--- src/ivpr_defs.vh ---
// Constants for the inquiry vital product data page responder
`ifndef IVPR_DEFS_VH
`define IVPR_DEFS_VH

// Page codes and page lengths
`define IVPR_PAGE_EXT_CAP      8'h86
`define IVPR_PAGE_POLICY       8'h87
`define IVPR_LEN_EXT_CAP       16'h003c
`define IVPR_LEN_POLICY        16'h0004
`define IVPR_LAST_EXT_CAP      6'h3f
`define IVPR_LAST_POLICY       6'h07
`define IVPR_PERIPH_BYTE       8'h00

// Extended capability page field values
`define IVPR_ACT_MICROCODE     2'h1
`define IVPR_PROT_TYPE         3'h1
`define IVPR_GUARD_VERIFY      1'h1
`define IVPR_APP_VERIFY        1'h1
`define IVPR_REF_VERIFY        1'h1
`define IVPR_ATTN_KEY_SPEC     1'h0
`define IVPR_GROUP_SUP         1'h0
`define IVPR_PRIOR_SUP         1'h0
`define IVPR_QHEAD_ATTR        1'h1
`define IVPR_ORDERED_ATTR      1'h1
`define IVPR_SIMPLE_ATTR       1'h1
`define IVPR_WR_UNCORR         1'h1
`define IVPR_CORR_DISABLE      1'h1
`define IVPR_NV_CACHE          1'h0
`define IVPR_VOL_CACHE         1'h1
`define IVPR_PI_INTERVAL       1'h0
`define IVPR_LU_CLEAR          1'h0
`define IVPR_REFERRALS         1'h0
`define IVPR_CBCS              1'h0
`define IVPR_MULTI_NEXUS_DL    4'h0
`define IVPR_PON_ACTIVATE      1'h1
`define IVPR_HRST_ACTIVATE     1'h0
`define IVPR_VEND_ACTIVATE     1'h0
`define IVPR_MAX_SENSE_LEN     8'h20
`define IVPR_SELFTEST_MIN      16'h0000

// Mode page policy page field values
`define IVPR_POLICY_PAGE       6'h3f
`define IVPR_POLICY_SUBPAGE    8'hff
`define IVPR_SHARED_POLICY     1'h1
`define IVPR_MODE_POLICY       2'h0

// Command codes checked by the block, and the attention sense code pair
`define IVPR_WB_MODE_ACTIVATE  8'h0d
`define IVPR_ATTR_SIMPLE       2'h0
`define IVPR_ATTR_QHEAD        2'h1
`define IVPR_ATTR_ORDERED      2'h2
`define IVPR_UA_ASC            8'h3f
`define IVPR_UA_ASCQ           8'h01

// Register offsets
`define IVPR_REG_CTRL          4'h0
`define IVPR_REG_STATUS        4'h1
`define IVPR_REG_MASK          4'h2
`define IVPR_REG_UA            4'h3
`define IVPR_REG_DEFER         4'h4
`define IVPR_CTRL_RST          8'h01
`define IVPR_MASK_RST          8'h00

// Status bit positions
`define IVPR_ST_DONE           0
`define IVPR_ST_BADPAGE        1
`define IVPR_ST_ACTIVATE       2
`define IVPR_ST_WBREJECT       3
`define IVPR_ST_ATTRREJECT     4
`define IVPR_ST_PIERROR        5
`define IVPR_ST_BITS           6

`define IVPR_NEXUS             8
`endif

--- src/ivpr_responder.v ---
// Inquiry page responder: page streamer, command option checks, activation
//
// Local design decisions: the register offsets and strobed register access.
`timescale 1ns/10ps
`default_nettype none
`include "ivpr_defs.vh"

// Overview of operation
// - Extended capability page carries code 86h and length 003Ch in bytes 1-3.
// - Report activation field 01b; switch microcode before final download completes.
// - After activation raise changed-microcode attention on all nexuses but the sender.
// - Report protection type field 001b: types 1 and 2 supported.
// - Report all three tag verify flags set; verify tags whenever protection present.
// - Attention key-specific, grouping and priority flags zero; none of them supported.
// - Head-of-queue, ordered and simple attribute flags set; all three accepted.
// - Both write-long flags set; accept uncorrectable and correction-disable options.
// - Non-volatile cache flag zero, volatile cache flag one.
// - Protection interval and referrals flags zero.
// - Power-on activation flag set; accept deferred activation write buffer mode 0Dh.
// - Byte 13 reports the largest sense length returned with status.
// - Mode page policy page carries code 87h and length 0004h.
// - Policy descriptor gives page code 3Fh and subpage FFh.
// - Shared policy flag set.
// - Mode page policy field reads 00b.
module ivpr_responder (
  input  wire       clk,
  input  wire       reset_n,
  // Register port
  input  wire [3:0] reg_addr,
  input  wire [7:0] reg_wdata,
  input  wire       reg_wr,
  input  wire       reg_rd,
  output reg  [7:0] reg_rdata,
  output wire       irq,
  // Inquiry page request and byte stream
  input  wire       inq_req,
  input  wire [7:0] inq_page,
  output wire       inq_busy,
  output wire       out_valid,
  output reg  [7:0] out_data,
  output wire       out_last,
  input  wire       out_ready,
  output reg        inq_bad_page,
  // Write buffer download and activation
  input  wire       wb_cmd,
  input  wire [7:0] wb_mode,
  input  wire       wb_final,
  input  wire [2:0] wb_nexus,
  input  wire       activate_at_poweron_option,
  input  wire       activate_at_hardreset_option,
  input  wire       activate_vendor_option,
  output reg        wb_accept,
  output reg        wb_reject,
  output reg        code_switch,
  output reg        wb_done,
  output reg        poweron_pending,
  output reg  [7:0] ua_pending,
  input  wire [7:0] ua_clear,
  output wire [7:0] ua_asc,
  output wire [7:0] ua_ascq,
  // Write long and task attribute checks
  input  wire       wl_cmd,
  input  wire       mark_uncorrectable_option,
  input  wire       disable_correction_option,
  output reg        wl_accept,
  input  wire       task_cmd,
  input  wire [1:0] task_attr,
  input  wire       task_group_nz,
  input  wire       task_prio_nz,
  output reg        task_accept,
  output reg        task_reject,
  // Protection information check
  input  wire       pi_check,
  input  wire       pi_present,
  input  wire       guard_mismatch,
  input  wire       app_mismatch,
  input  wire       ref_mismatch,
  output reg        pi_error
);

  // One-hot states of the page streamer
  localparam [1:0] ST_IDLE = 2'b01;
  localparam [1:0] ST_SEND = 2'b10;
  // Mask reset value, trimmed to the implemented status bits
  localparam [7:0] MASK_RST = `IVPR_MASK_RST;

  reg  [1:0] state_ff;
  reg  [1:0] nxt_state;
  reg  [5:0] idx_ff;
  reg  [5:0] nxt_idx;
  reg        policy_ff;
  reg        nxt_policy;
  reg  [5:0] last_ff;
  reg  [5:0] nxt_last;
  reg  [7:0] nxt_out_data;
  reg        nxt_bad_page;
  reg  [7:0] ctrl_ff;
  reg  [`IVPR_ST_BITS-1:0] status_ff;
  reg  [`IVPR_ST_BITS-1:0] mask_ff;
  reg  [`IVPR_ST_BITS-1:0] evt;
  reg  [2:0] act_nexus_ff;
  reg  [5:0] rom_idx;
  reg        rom_policy;
  wire [7:0] rom_byte;
  wire       enable;
  wire       beat;
  wire       inq_ext;
  wire       inq_pol;
  wire       wb_ok;
  // Register write decodes and command qualifiers
  wire       wr_ctrl;
  wire       wr_status;
  wire       wr_mask;
  wire       wr_defer;
  wire       wb_act_req;
  wire       attr_known;

  assign enable   = ctrl_ff[0];
  assign inq_busy = state_ff[1];
  assign out_valid = state_ff[1];
  assign beat     = state_ff[1] & out_ready;
  assign out_last = state_ff[1] & (idx_ff == last_ff);
  assign inq_ext  = inq_page == `IVPR_PAGE_EXT_CAP;
  assign inq_pol  = inq_page == `IVPR_PAGE_POLICY;
  // Fixed sense code pair reported with the attention
  assign ua_asc   = `IVPR_UA_ASC;
  assign ua_ascq  = `IVPR_UA_ASCQ;

  // Write strobes decoded once per register
  assign wr_ctrl   = reg_wr & (reg_addr == `IVPR_REG_CTRL);
  assign wr_status = reg_wr & (reg_addr == `IVPR_REG_STATUS);
  assign wr_mask   = reg_wr & (reg_addr == `IVPR_REG_MASK);
  assign wr_defer  = reg_wr & (reg_addr == `IVPR_REG_DEFER);

  // Byte lookup: at a start it shows byte 0 of the new page, else the next byte
  always @* begin
    rom_policy = policy_ff;
    rom_idx    = idx_ff + 6'h01;
    if (state_ff[0]) begin
      rom_policy = inq_pol;
      rom_idx    = 6'h00;
    end
  end

  ivpr_page_rom u_rom (
    .policy_page (rom_policy),
    .byte_idx    (rom_idx),
    .page_byte   (rom_byte)
  );

  // Streamer: a request is taken only when idle and enabled; busy ignores requests
  always @* begin
    nxt_state    = state_ff;
    nxt_idx      = idx_ff;
    nxt_policy   = policy_ff;
    nxt_last     = last_ff;
    nxt_out_data = out_data;
    nxt_bad_page = 1'b0;
    case (state_ff)
      ST_IDLE: begin
        if (inq_req && enable) begin
          if (inq_ext || inq_pol) begin
            nxt_state    = ST_SEND;
            nxt_idx      = 6'h00;
            nxt_policy   = inq_pol;
            nxt_last     = inq_pol ? `IVPR_LAST_POLICY : `IVPR_LAST_EXT_CAP;
            nxt_out_data = rom_byte;
          end else begin
            nxt_bad_page = 1'b1;
          end
        end
      end
      ST_SEND: begin
        if (beat) begin
          if (idx_ff == last_ff) begin
            nxt_state = ST_IDLE;
          end else begin
            nxt_idx      = idx_ff + 6'h01;
            nxt_out_data = rom_byte;
          end
        end
      end
      default: begin
        nxt_state = ST_IDLE;
      end
    endcase
  end

  // Streamer registers
  always @(posedge clk or negedge reset_n) begin
    if (!reset_n) begin
      state_ff     <= ST_IDLE;
      idx_ff       <= 6'h00;
      policy_ff    <= 1'b0;
      last_ff      <= 6'h00;
      out_data     <= 8'h00;
      inq_bad_page <= 1'b0;
    end else begin
      state_ff     <= nxt_state;
      idx_ff       <= nxt_idx;
      policy_ff    <= nxt_policy;
      last_ff      <= nxt_last;
      out_data     <= nxt_out_data;
      inq_bad_page <= nxt_bad_page;
    end
  end

  // Mode 0Dh may only ask for power-on activation; other modes pass through
  assign wb_ok = (wb_mode != `IVPR_WB_MODE_ACTIVATE) ||
                 (!activate_at_hardreset_option && !activate_vendor_option);

  // Attribute code 3 is none of the three supported ones and is refused
  assign attr_known = (task_attr == `IVPR_ATTR_SIMPLE) | (task_attr == `IVPR_ATTR_QHEAD) |
                      (task_attr == `IVPR_ATTR_ORDERED);
  // Accepted mode 0Dh request asking for activation at next power-on
  assign wb_act_req = wb_cmd & wb_ok & (wb_mode == `IVPR_WB_MODE_ACTIVATE) &
                      activate_at_poweron_option;

  // Command option checks, each answered by a one-cycle pulse
  always @(posedge clk or negedge reset_n) begin
    if (!reset_n) begin
      wb_accept   <= 1'b0;
      wb_reject   <= 1'b0;
      wl_accept   <= 1'b0;
      task_accept <= 1'b0;
      task_reject <= 1'b0;
      pi_error    <= 1'b0;
    end else begin
      wb_accept   <= wb_cmd & wb_ok;
      wb_reject   <= wb_cmd & ~wb_ok;
      // Both write-long options are legal in any combination
      wl_accept   <= wl_cmd;
      task_accept <= task_cmd & ~task_group_nz & ~task_prio_nz & attr_known;
      task_reject <= task_cmd & (task_group_nz | task_prio_nz | ~attr_known);
      // Tags are always checked when protection information travels with the data
      pi_error    <= pi_check & pi_present &
                     (guard_mismatch | app_mismatch | ref_mismatch);
    end
  end

  // Deferred activation flag: armed by an accepted power-on request
  always @(posedge clk or negedge reset_n) begin
    if (!reset_n) begin
      poweron_pending <= 1'b0;
    end else if (wb_act_req) begin
      poweron_pending <= 1'b1;
    end else if (wr_defer && reg_wdata[0]) begin
      poweron_pending <= 1'b0;
    end
  end

  // Switch first, report completion one cycle later so the new code is live
  always @(posedge clk or negedge reset_n) begin
    if (!reset_n) begin
      code_switch  <= 1'b0;
      wb_done      <= 1'b0;
      act_nexus_ff <= 3'h0;
    end else begin
      code_switch <= wb_final;
      wb_done     <= code_switch;
      if (wb_final) begin
        act_nexus_ff <= wb_nexus;
      end
    end
  end

  // Attention per nexus; a new activation beats a clear in the same cycle
  genvar g;
  generate
    for (g = 0; g < `IVPR_NEXUS; g = g + 1) begin : g_ua
      always @(posedge clk or negedge reset_n) begin
        if (!reset_n) begin
          ua_pending[g] <= 1'b0;
        end else if (code_switch && act_nexus_ff != g) begin
          ua_pending[g] <= 1'b1;
        end else if (ua_clear[g]) begin
          ua_pending[g] <= 1'b0;
        end
      end
    end
  endgenerate

  // Event sources for the sticky status bits
  always @* begin
    evt = {`IVPR_ST_BITS{1'b0}};
    evt[`IVPR_ST_DONE]       = beat & out_last;
    evt[`IVPR_ST_BADPAGE]    = inq_bad_page;
    evt[`IVPR_ST_ACTIVATE]   = code_switch;
    evt[`IVPR_ST_WBREJECT]   = wb_reject;
    evt[`IVPR_ST_ATTRREJECT] = task_reject;
    evt[`IVPR_ST_PIERROR]    = pi_error;
  end

  // Control and mask registers, plain read-write
  always @(posedge clk or negedge reset_n) begin
    if (!reset_n) begin
      ctrl_ff <= `IVPR_CTRL_RST;
      mask_ff <= MASK_RST[`IVPR_ST_BITS-1:0];
    end else begin
      if (wr_ctrl) begin
        ctrl_ff <= reg_wdata;
      end
      if (wr_mask) begin
        mask_ff <= reg_wdata[`IVPR_ST_BITS-1:0];
      end
    end
  end

  // Write-one-to-clear status; set wins over clear, so an event
  // arriving while software acknowledges another is never lost
  always @(posedge clk or negedge reset_n) begin
    if (!reset_n) begin
      status_ff <= {`IVPR_ST_BITS{1'b0}};
    end else if (wr_status) begin
      status_ff <= (status_ff & ~reg_wdata[`IVPR_ST_BITS-1:0]) | evt;
    end else begin
      status_ff <= status_ff | evt;
    end
  end

  // Level interrupt, high while any unmasked status bit stays set
  assign irq = |(status_ff & mask_ff);

  // Read data stand one cycle after the strobe and read zero otherwise
  // Reads have no side effect, so polling status loses no event
  always @(posedge clk or negedge reset_n) begin
    if (!reset_n) begin
      reg_rdata <= 8'h00;
    end else if (reg_rd) begin
      case (reg_addr)
        `IVPR_REG_CTRL:   reg_rdata <= ctrl_ff;
        `IVPR_REG_STATUS: reg_rdata <= {2'h0, status_ff};
        `IVPR_REG_MASK:   reg_rdata <= {2'h0, mask_ff};
        `IVPR_REG_UA:     reg_rdata <= ua_pending;
        `IVPR_REG_DEFER:  reg_rdata <= {7'h00, poweron_pending};
        default:          reg_rdata <= 8'h00;
      endcase
    end else begin
      reg_rdata <= 8'h00;
    end
  end

endmodule // ivpr_responder
`default_nettype wire

--- src/ivpr_page_rom.v ---
// Byte images of the extended capability and mode page policy pages
`timescale 1ns/10ps
`default_nettype none
`include "ivpr_defs.vh"

module ivpr_page_rom (
  input  wire       policy_page,
  input  wire [5:0] byte_idx,
  output reg  [7:0] page_byte
);

  // Two-byte fields, split into bytes by part-select below
  localparam [15:0] LEN_EXT_CAP = `IVPR_LEN_EXT_CAP;
  localparam [15:0] LEN_POLICY  = `IVPR_LEN_POLICY;
  localparam [15:0] SELFTEST    = `IVPR_SELFTEST_MIN;

  // Unlisted bytes fall to zero, so every reserved byte reads as zero
  always @* begin
    page_byte = 8'h00;
    if (!policy_page) begin
      case (byte_idx)
        6'h00: page_byte = `IVPR_PERIPH_BYTE;
        6'h01: page_byte = `IVPR_PAGE_EXT_CAP;
        6'h02: page_byte = LEN_EXT_CAP[15:8];
        6'h03: page_byte = LEN_EXT_CAP[7:0];
        6'h04: page_byte = {`IVPR_ACT_MICROCODE, `IVPR_PROT_TYPE,
                            `IVPR_GUARD_VERIFY, `IVPR_APP_VERIFY, `IVPR_REF_VERIFY};
        6'h05: page_byte = {2'h0, `IVPR_ATTN_KEY_SPEC, `IVPR_GROUP_SUP, `IVPR_PRIOR_SUP,
                            `IVPR_QHEAD_ATTR, `IVPR_ORDERED_ATTR, `IVPR_SIMPLE_ATTR};
        6'h06: page_byte = {4'h0, `IVPR_WR_UNCORR, `IVPR_CORR_DISABLE,
                            `IVPR_NV_CACHE, `IVPR_VOL_CACHE};
        6'h07: page_byte = {3'h0, `IVPR_PI_INTERVAL, 3'h0, `IVPR_LU_CLEAR};
        6'h08: page_byte = {3'h0, `IVPR_REFERRALS, 3'h0, `IVPR_CBCS};
        6'h09: page_byte = {4'h0, `IVPR_MULTI_NEXUS_DL};
        6'h0a: page_byte = SELFTEST[15:8];
        6'h0b: page_byte = SELFTEST[7:0];
        6'h0c: page_byte = {`IVPR_PON_ACTIVATE, `IVPR_HRST_ACTIVATE,
                            `IVPR_VEND_ACTIVATE, 5'h00};
        6'h0d: page_byte = `IVPR_MAX_SENSE_LEN;
        default: page_byte = 8'h00;
      endcase
    end else begin
      case (byte_idx)
        6'h00: page_byte = `IVPR_PERIPH_BYTE;
        6'h01: page_byte = `IVPR_PAGE_POLICY;
        6'h02: page_byte = LEN_POLICY[15:8];
        6'h03: page_byte = LEN_POLICY[7:0];
        6'h04: page_byte = {2'h0, `IVPR_POLICY_PAGE};
        6'h05: page_byte = `IVPR_POLICY_SUBPAGE;
        6'h06: page_byte = {`IVPR_SHARED_POLICY, 5'h00, `IVPR_MODE_POLICY};
        default: page_byte = 8'h00;
      endcase
    end
  end

endmodule // ivpr_page_rom
`default_nettype wire

--- config.mk ---
export PLATFORM = sky130hd
export DESIGN_NAME = ivpr_responder
export DESIGN_NICKNAME = d
export VERILOG_FILES = /design/src/ivpr_responder.v /design/src/ivpr_page_rom.v
export VERILOG_INCLUDE_DIRS = /design/src
export SDC_FILE = /design/constraint.sdc
export NUM_CORES = 1
export LEC_CHECK = 0
export BUFFER_PORTS_ARGS = -buffer_cell sky130_fd_sc_hd__buf_2
export CORE_MARGIN = 8
export CORE_UTILIZATION = 54
export DETAILED_ROUTE_END_ITERATION = 8
export GPL_ROUTABILITY_DRIVEN = 0
export PLACE_DENSITY = 0.85
export SLEW_MARGIN = 20
export SYNTH_ARGS = -nofsm -noshare
export SYNTH_HDL_FRONTEND = slang
export SYNTH_HIERARCHICAL = 1
export SYNTH_SLANG_ARGS = --single-unit
--- constraint.sdc ---
create_clock -name clk -period 3.7 [get_ports clk]
set_input_delay 0.37 -clock clk [delete_from_list [all_inputs] [get_ports clk]]
set_output_delay 0.37 -clock clk [all_outputs]
set_load 0.01 [all_outputs]
==> flow_metrics.py, run 1 <==
metrics = {
    "cells_and_area": {
        "fillCellCount": 446,
        "n_antenna_cell": 0,
        "final_core_util_pct": 67.7,
        "design_area_um2": 4030,
        "drive_gt1_share_pct": 38.4,
        "syn_to_final_growth_pct": 21.0,
        "final_common_cell": "buf_2",
        "layout_common_cells": "buf_2 (98), dfrtp_1 (66), o21ai_0 (22)",
        "seqCellArea_um2": 1700,
        "layout.nets": 460,
        "multi_input_area_um2": 1460,
    },
    "pwr": {
        "power_mw": 1.76,
        "ir_worst_vdd_v": 0.000298,
        "p_per_area_nw_per_um2": 436,
        "power.leakage_nw": 2.00,
    },
    "timing": {
        "finalMaxSlewViolations": 0,
        "min_period_ps": 2490,
        "post-route-period-util_pct": 67.3,
        "whs_ps": 19.8,
        "timing.fmax_ghz": 0.402,
        "hold_violations": 0,
        "relSlewSlack_pct": 47.8,
        "setup_viol": 0,
        "skew_ps": 9.90,
        "worst_pin_slew_ps": 775,
        "rsz0062_at_grt": "false",
        "setup-tns-final_ps": 0,
    },
    "worst_setup_path": {
        "cp_top_family": "simple AND/OR/NAND/NOR gates",
        "slowest_stage": "or4_1",
        "crit_type": "reg2out",
        "start_kind": "register",
        "worstSetupEndpointType": "primary output",
        "cp_cell_sequence": "or4_1, a22oi_1, buf_4, and2_1, buf_2",
        "cp.required_ps": 3330,
        "path_buf_inv": 2,
        "critPathMaxStageDelay_ps": 550,
        "path_max_fanout": 10,
        "cp_data_arrival_time_ps": 2120,
    },
    "job": {
        "drv_cap": 0,
    },
    "global_routing": {
        "grt_overflow_total": 0,
        "antenna_found_initial": 0,
        "grt_pass1_wl_um": 12900,
        "grt_pass1_vias": 2767,
        "track_usage_pct": 18.6,
        "grt_start_max_net_pins": 45,
    },
    "clock_network": {
        "cts-root-buf": "clkbuf_8",
        "clkSlewWorstSetupHoldPaths_ps": 70,
        "cts_tree": "built",
        "cts_made_buffers": 9,
        "cts_resized": 0,
        "clk_latency_ps": 340,
        "cts.sinks": 68,
        "cts_htree_levels": 3,
        "cts_setup_buffers": 0,
        "cts_buffer_depth": 2,
        "ctsHoldBuffers": 0,
    },
    "floorplanning": {
        "initial_core_util_pct": 56.0,
        "rows": 28,
        "die_area_um2": 8950,
        "fp.dieH_um": 94.6,
        "fp.dieW_um": 94.6,
        "io-pin-count": 117,
        "coreArea_um2": 5960,
    },
    "detailed_routing": {
        "detail_route.iter0.violations": 133,
        "dr_wl_met3_um": 810,
        "drc": 0,
        "dr.pass1.iters": 4,
        "num_vias": 2651,
        "vias_per_cell": 5.57,
        "wl_per_cell_um": 16.7,
        "ant_nets": 0,
        "wl_met2_um": 3680,
        "maxUsedRoutingLayer": "met4",
        "drt-met1-wl_um": 3320,
        "wl_um": 7950,
    },
    "status": {
        "outcome": "complete, no violations",
    },
    "logic_synthesis": {
        "yosysSeqAreaShare_pct": 51.1,
        "synthArstFlopShare_pct": 100,
        "synth.yosys.warnings": 6,
        "ys_ff_latch": 68,
        "netlist_area_um2": 3330,
        "synth.distinct_cells": 52,
        "synth_edf_count": 0,
        "syn-instance-count": 298,
        "synth_flop_cell": "dfrtp_1",
        "avgSynthCellArea_um2": 11.2,
    },
    "min_path": {
        "hp-class": "in2async",
    },
    "placement": {
        "hpwl_um": 6220,
        "dpl-instance-area_um2": 3810,
        "numPortBuffers": 98,
    },
}
[sequential cells by signal, indices dropped and copies added, names as in the netlist]
register,cells
code_switch,1
pi_error,1
state_ff,2
wb_reject,1
idx_ff,6
poweron_pending,1
inq_bad_page,1
status_ff,6
act_nexus_ff,3
wb_accept,1
mask_ff,6
reg_rdata,8
wl_accept,1
out_data,8
ctrl_ff,8
last_ff,2
task_reject,1
ua_pending,8
policy_ff,1
task_accept,1
wb_done,1
[synthesized netlist by cell type (2+ instances only)]
| library cell | number | area [um2] |
|---|---|---|
| nor3b_1 | 3 | 22.5 |
| nor3_1 | 3 | 15.0 |
| o21ai_1 | 2 | 10.0 |
| buf_4 | 17 | 128 |
| buf_2 | 3 | 15.0 |
| mux2_4 | 8 | 120 |
| dfrtp_1 | 66 | 1650 |
| nor2b_1 | 12 | 75.1 |
| nand2b_1 | 5 | 31.3 |
| o21ai_0 | 22 | 110 |
| nand2_1 | 19 | 71.3 |
| xor2_1 | 2 | 17.5 |
| mux4_2 | 6 | 135 |
| buf_6 | 2 | 22.5 |
| conb_1 | 2 | 7.51 |
| a31oi_1 | 2 | 12.5 |
| nand3_1 | 11 | 55.1 |
| inv_1 | 12 | 45.0 |
| and2_1 | 3 | 18.8 |
| clkbuf_1 | 5 | 18.8 |
| nor4_1 | 2 | 12.5 |
| mux2_2 | 16 | 180 |
| nand4b_1 | 2 | 17.5 |
| o211ai_1 | 3 | 22.5 |
| a21o_1 | 7 | 52.6 |
| nand4_1 | 3 | 18.8 |
| a21o_2 | 2 | 17.5 |
| or3_1 | 3 | 18.8 |
| a21oi_1 | 8 | 40.0 |
| nor4b_1 | 2 | 17.5 |
| nand3b_1 | 4 | 30.0 |
| dfstp_2 | 2 | 52.6 |
| o31ai_1 | 2 | 15.0 |
| or4_1 | 4 | 30.0 |
| nor2_1 | 13 | 48.8 |
| a22oi_1 | 4 | 30.0 |
[worst paths after layout]
kind | start | endpoint | slack [ps] | cells after the start
min reg2reg | task_reject | status_ff[4] | 460 | 1
min in group clk | wl_cmd | wl_accept | 140 | 1
max reg2reg | idx_ff[3] | out_data[4] | 1500 | 4
min | reset_n | code_switch | 20 | 1
max in group asynchronous | reset_n | ctrl_ff[0] | 2700 | 2
max | idx_ff[3] | out_last | 1210 | 5
[cells by family (layout without fill, tap and decap cells)]
kind of cell             Yosys count  in the layout  share of synthesized area [%]
AND/OR/NAND/NOR                   95             95                           16.2
flip-flops                        68             68                           51.1
AO/OA/AOI/OAI                     60             60                           11.4
buffers and inverters             39            128                           6.87
multiplexers                      30             30                           13.1
XOR/XNOR                           3              3                          0.788
other                              2             16                          0.225
adder cells (fa/ha/maj)            1              1                          0.375
[routing by layer]
| layer | vias up | GRT usage [%] |
|---|---|---|
| met5 | - | 0 |
| met4 | 0 | 10.1 |
| met3 | 11 | 5.79 |
| met2 | 123 | 28.6 |
| met1 | 1279 | 22.9 |
| li1 | 1238 | - |
[worst register-to-register path: stages (launching register included)]
cell and delay, ps:
dfrtp_1 460, or4_1 550, a22oi_1 260, a21o_1 470, mux2_4 350
[where the power goes]
group / internal [mW] / leakage, nW / total (mW) / switching [mW]
sequential: 0.809 / 0.831 / 0.861 / 0.0522
combinational: 0.115 / 1.05 / 0.219 / 0.104
clock: 0.398 / 0.116 / 0.677 / 0.279
total: 1.32 / 2.00 / 1.76 / 0.436
[stage by stage]
step	std cells	setup WS, ps
4_1_cts	476	1200
5_1_grt	476	1030
3_5_place_dp	460	1210
2_1_floorplan	312	1520
6_report	476	1210
3_3_place_gp	460	1260
[cell type report]
class / count / area share, %
well taps: 75 / 2.33
multi-input cells: 205 / 36.2
repair buffers: 100 / 12.5
clock inverters: 6 / 2.17
clock buffers: 10 / 3.41
inverters: 12 / 1.12
flip-flops and latches: 68 / 42.2
No activity file was read; power rests on OpenSTA's default activity.
==> inputs of run 2 (changes only) <==
Settings changed: CORE_UTILIZATION 54 to 50, PLACE_DENSITY 0.85 to 0.8.
Clock period 3.7 ns to 2.55 ns, I/O delays scaled along.
==> run 2 against run 1 <==
  * First-iteration DRC count grew 57%
  * Non-clock buffer count grew 4
  * Final area hardly changed
  * Largest cell class unchanged
  * Worst setup slack worse by 990 ps
  * Utilization down 4.6 points
  * Sequential power is 44% higher
  * Clock skew hardly changed
  * Via count fell by 1.4%
  * Total power up 38%
==> flow_metrics.py, run 2 (synthesis gave the netlist of run 1 again) <==
metrics = {
    "cells_and_area": {
        "syn_to_final_growth_pct": 20.9,
        "fillCellCount": 516,
        "layout.nets": 464,
        "drive_gt1_share_pct": 38.0,
        "final_cells": 482,
        "multi_input_area_um2": 1450,
        "final_common_cell": "buf_2",
        "seqCellArea_um2": 1700,
        "layout_common_cells": "buf_2 (98), dfrtp_1 (66), o21ai_0 (22)",
        "n_antenna_cell": 0,
    },
    "timing": {
        "timing.fmax_ghz": 0.429,
        "worst_pin_slew_ps": 791,
        "setup_viol": 0,
        "finalMaxSlewViolations": 0,
        "setup-tns-final_ps": 0,
        "post-route-period-util_pct": 91.4,
        "hold_violations": 0,
        "relSlewSlack_pct": 46.7,
        "rsz0062_at_grt": "false",
        "min_period_ps": 2330,
        "fin_ws_ps": 220,
        "skew_ps": 9.69,
    },
    "detailed_routing": {
        "drc": 0,
        "detail_route.iter0.violations": 209,
        "dr.pass1.iters": 4,
        "vias_per_cell": 5.43,
        "ant_nets": 0,
        "wl_per_cell_um": 16.2,
        "num_vias": 2615,
        "wl_um": 7810,
    },
    "placement": {
        "dp.cells": 465,
        "post-place-ws_ps": 182,
        "hpwl_um": 6080,
        "numPortBuffers": 98,
    },
    "pwr": {
        "ir_worst_vdd_v": 0.000395,
        "p_per_area_nw_per_um2": 602,
        "power.leakage_nw": 2.00,
    },
    "clock_network": {
        "cts_resized": 0,
        "clkSlewWorstSetupHoldPaths_ps": 70,
        "clk_latency_ps": 340,
        "cts_made_buffers": 9,
        "cts_buffer_depth": 2,
        "ctsHoldBuffers": 1,
        "cts_setup_buffers": 0,
        "cts_tree": "built",
        "cts.sinks": 68,
        "cts_htree_levels": 3,
        "cts-root-buf": "clkbuf_8",
    },
    "floorplanning": {
        "rows": 29,
        "io-pin-count": 117,
        "die_area_um2": 9540,
        "coreArea_um2": 6390,
        "fp.dieH_um": 97.7,
        "initial_core_util_pct": 52.2,
        "fp.dieW_um": 97.7,
    },
    "global_routing": {
        "grt_start_max_net_pins": 32,
        "antenna_found_initial": 0,
        "track_usage_pct": 16.6,
        "grt_overflow_total": 0,
        "grt_pass1_vias": 2664,
        "grt_pass1_wl_um": 12900,
    },
    "worst_setup_path": {
        "worstSetupEndpointType": "primary output",
        "cp_data_arrival_time_ps": 2070,
        "cp.required_ps": 2300,
        "start_kind": "register",
        "crit_type": "reg2out",
        "rrSetupSlack_ps": 340,
        "path_max_fanout": 10,
    },
    "job": {
        "drv_cap": 0,
    },
    "status": {
        "outcome": "complete, no violations",
    },
    "min_path": {
        "hp-class": "in2reg",
    },
}
run 2: stage by stage:
step | hold WS (ps) | power, mW | util, % | area [um2]
floorplan | -40.6 | 1.44 | - | 3390
global placement | 326 | 1.56 | 59.9 | 3830
detailed placement | 335 | 1.58 | 59.9 | 3830
CTS | 13.6 | 2.45 | 63.1 | 4030
global route | 19.0 | 2.54 | 63.1 | 4030
finish | 25.1 | 2.43 | 63.1 | 4030
run 2: layer usage:
layer | global-route usage [%] | routed length, um
met1 | 21.0 | 3540
met2 | 25.0 | 3510
met3 | 5.97 | 669
met4 | 6.64 | 87
met5 | 0 | 0
run 2: cell type report:
cell class | instances | area share (%)
Clock buffer | 12 | 3.60
Clock inverter | 4 | 1.21
Inverter | 12 | 1.12
Multi-Input combinational cell | 205 | 36.1
Sequential cell | 68 | 42.3
Tap cell | 77 | 2.39
Timing Repair Buffer | 104 | 13.3
run 2: worst paths after layout:
path,start,end,cells past startpoint
setup / recovery,idx_ff[3],out_last,5
hold / removal,wl_cmd,wl_accept,1
setup reg to reg,idx_ff[2],out_data[5],7
hold reg to reg,wb_reject,status_ff[3],1
max in group asynchronous,reset_n,ctrl_ff[0],3
min in group asynchronous,reset_n,code_switch,2
run 2: power breakdown:
group          switching, mW  total (mW)  internal [mW]
sequential            0.0703        1.24           1.17
combinational          0.147       0.316          0.168
clock                  0.390       0.868          0.478
run 2: worst max-delay path, cell delays in order, from the launching register on:
cell and delay [ps]:
dfrtp_1 460, or4_1 530, a22oi_1 240, buf_4 210, and2_1 160, buf_2 140
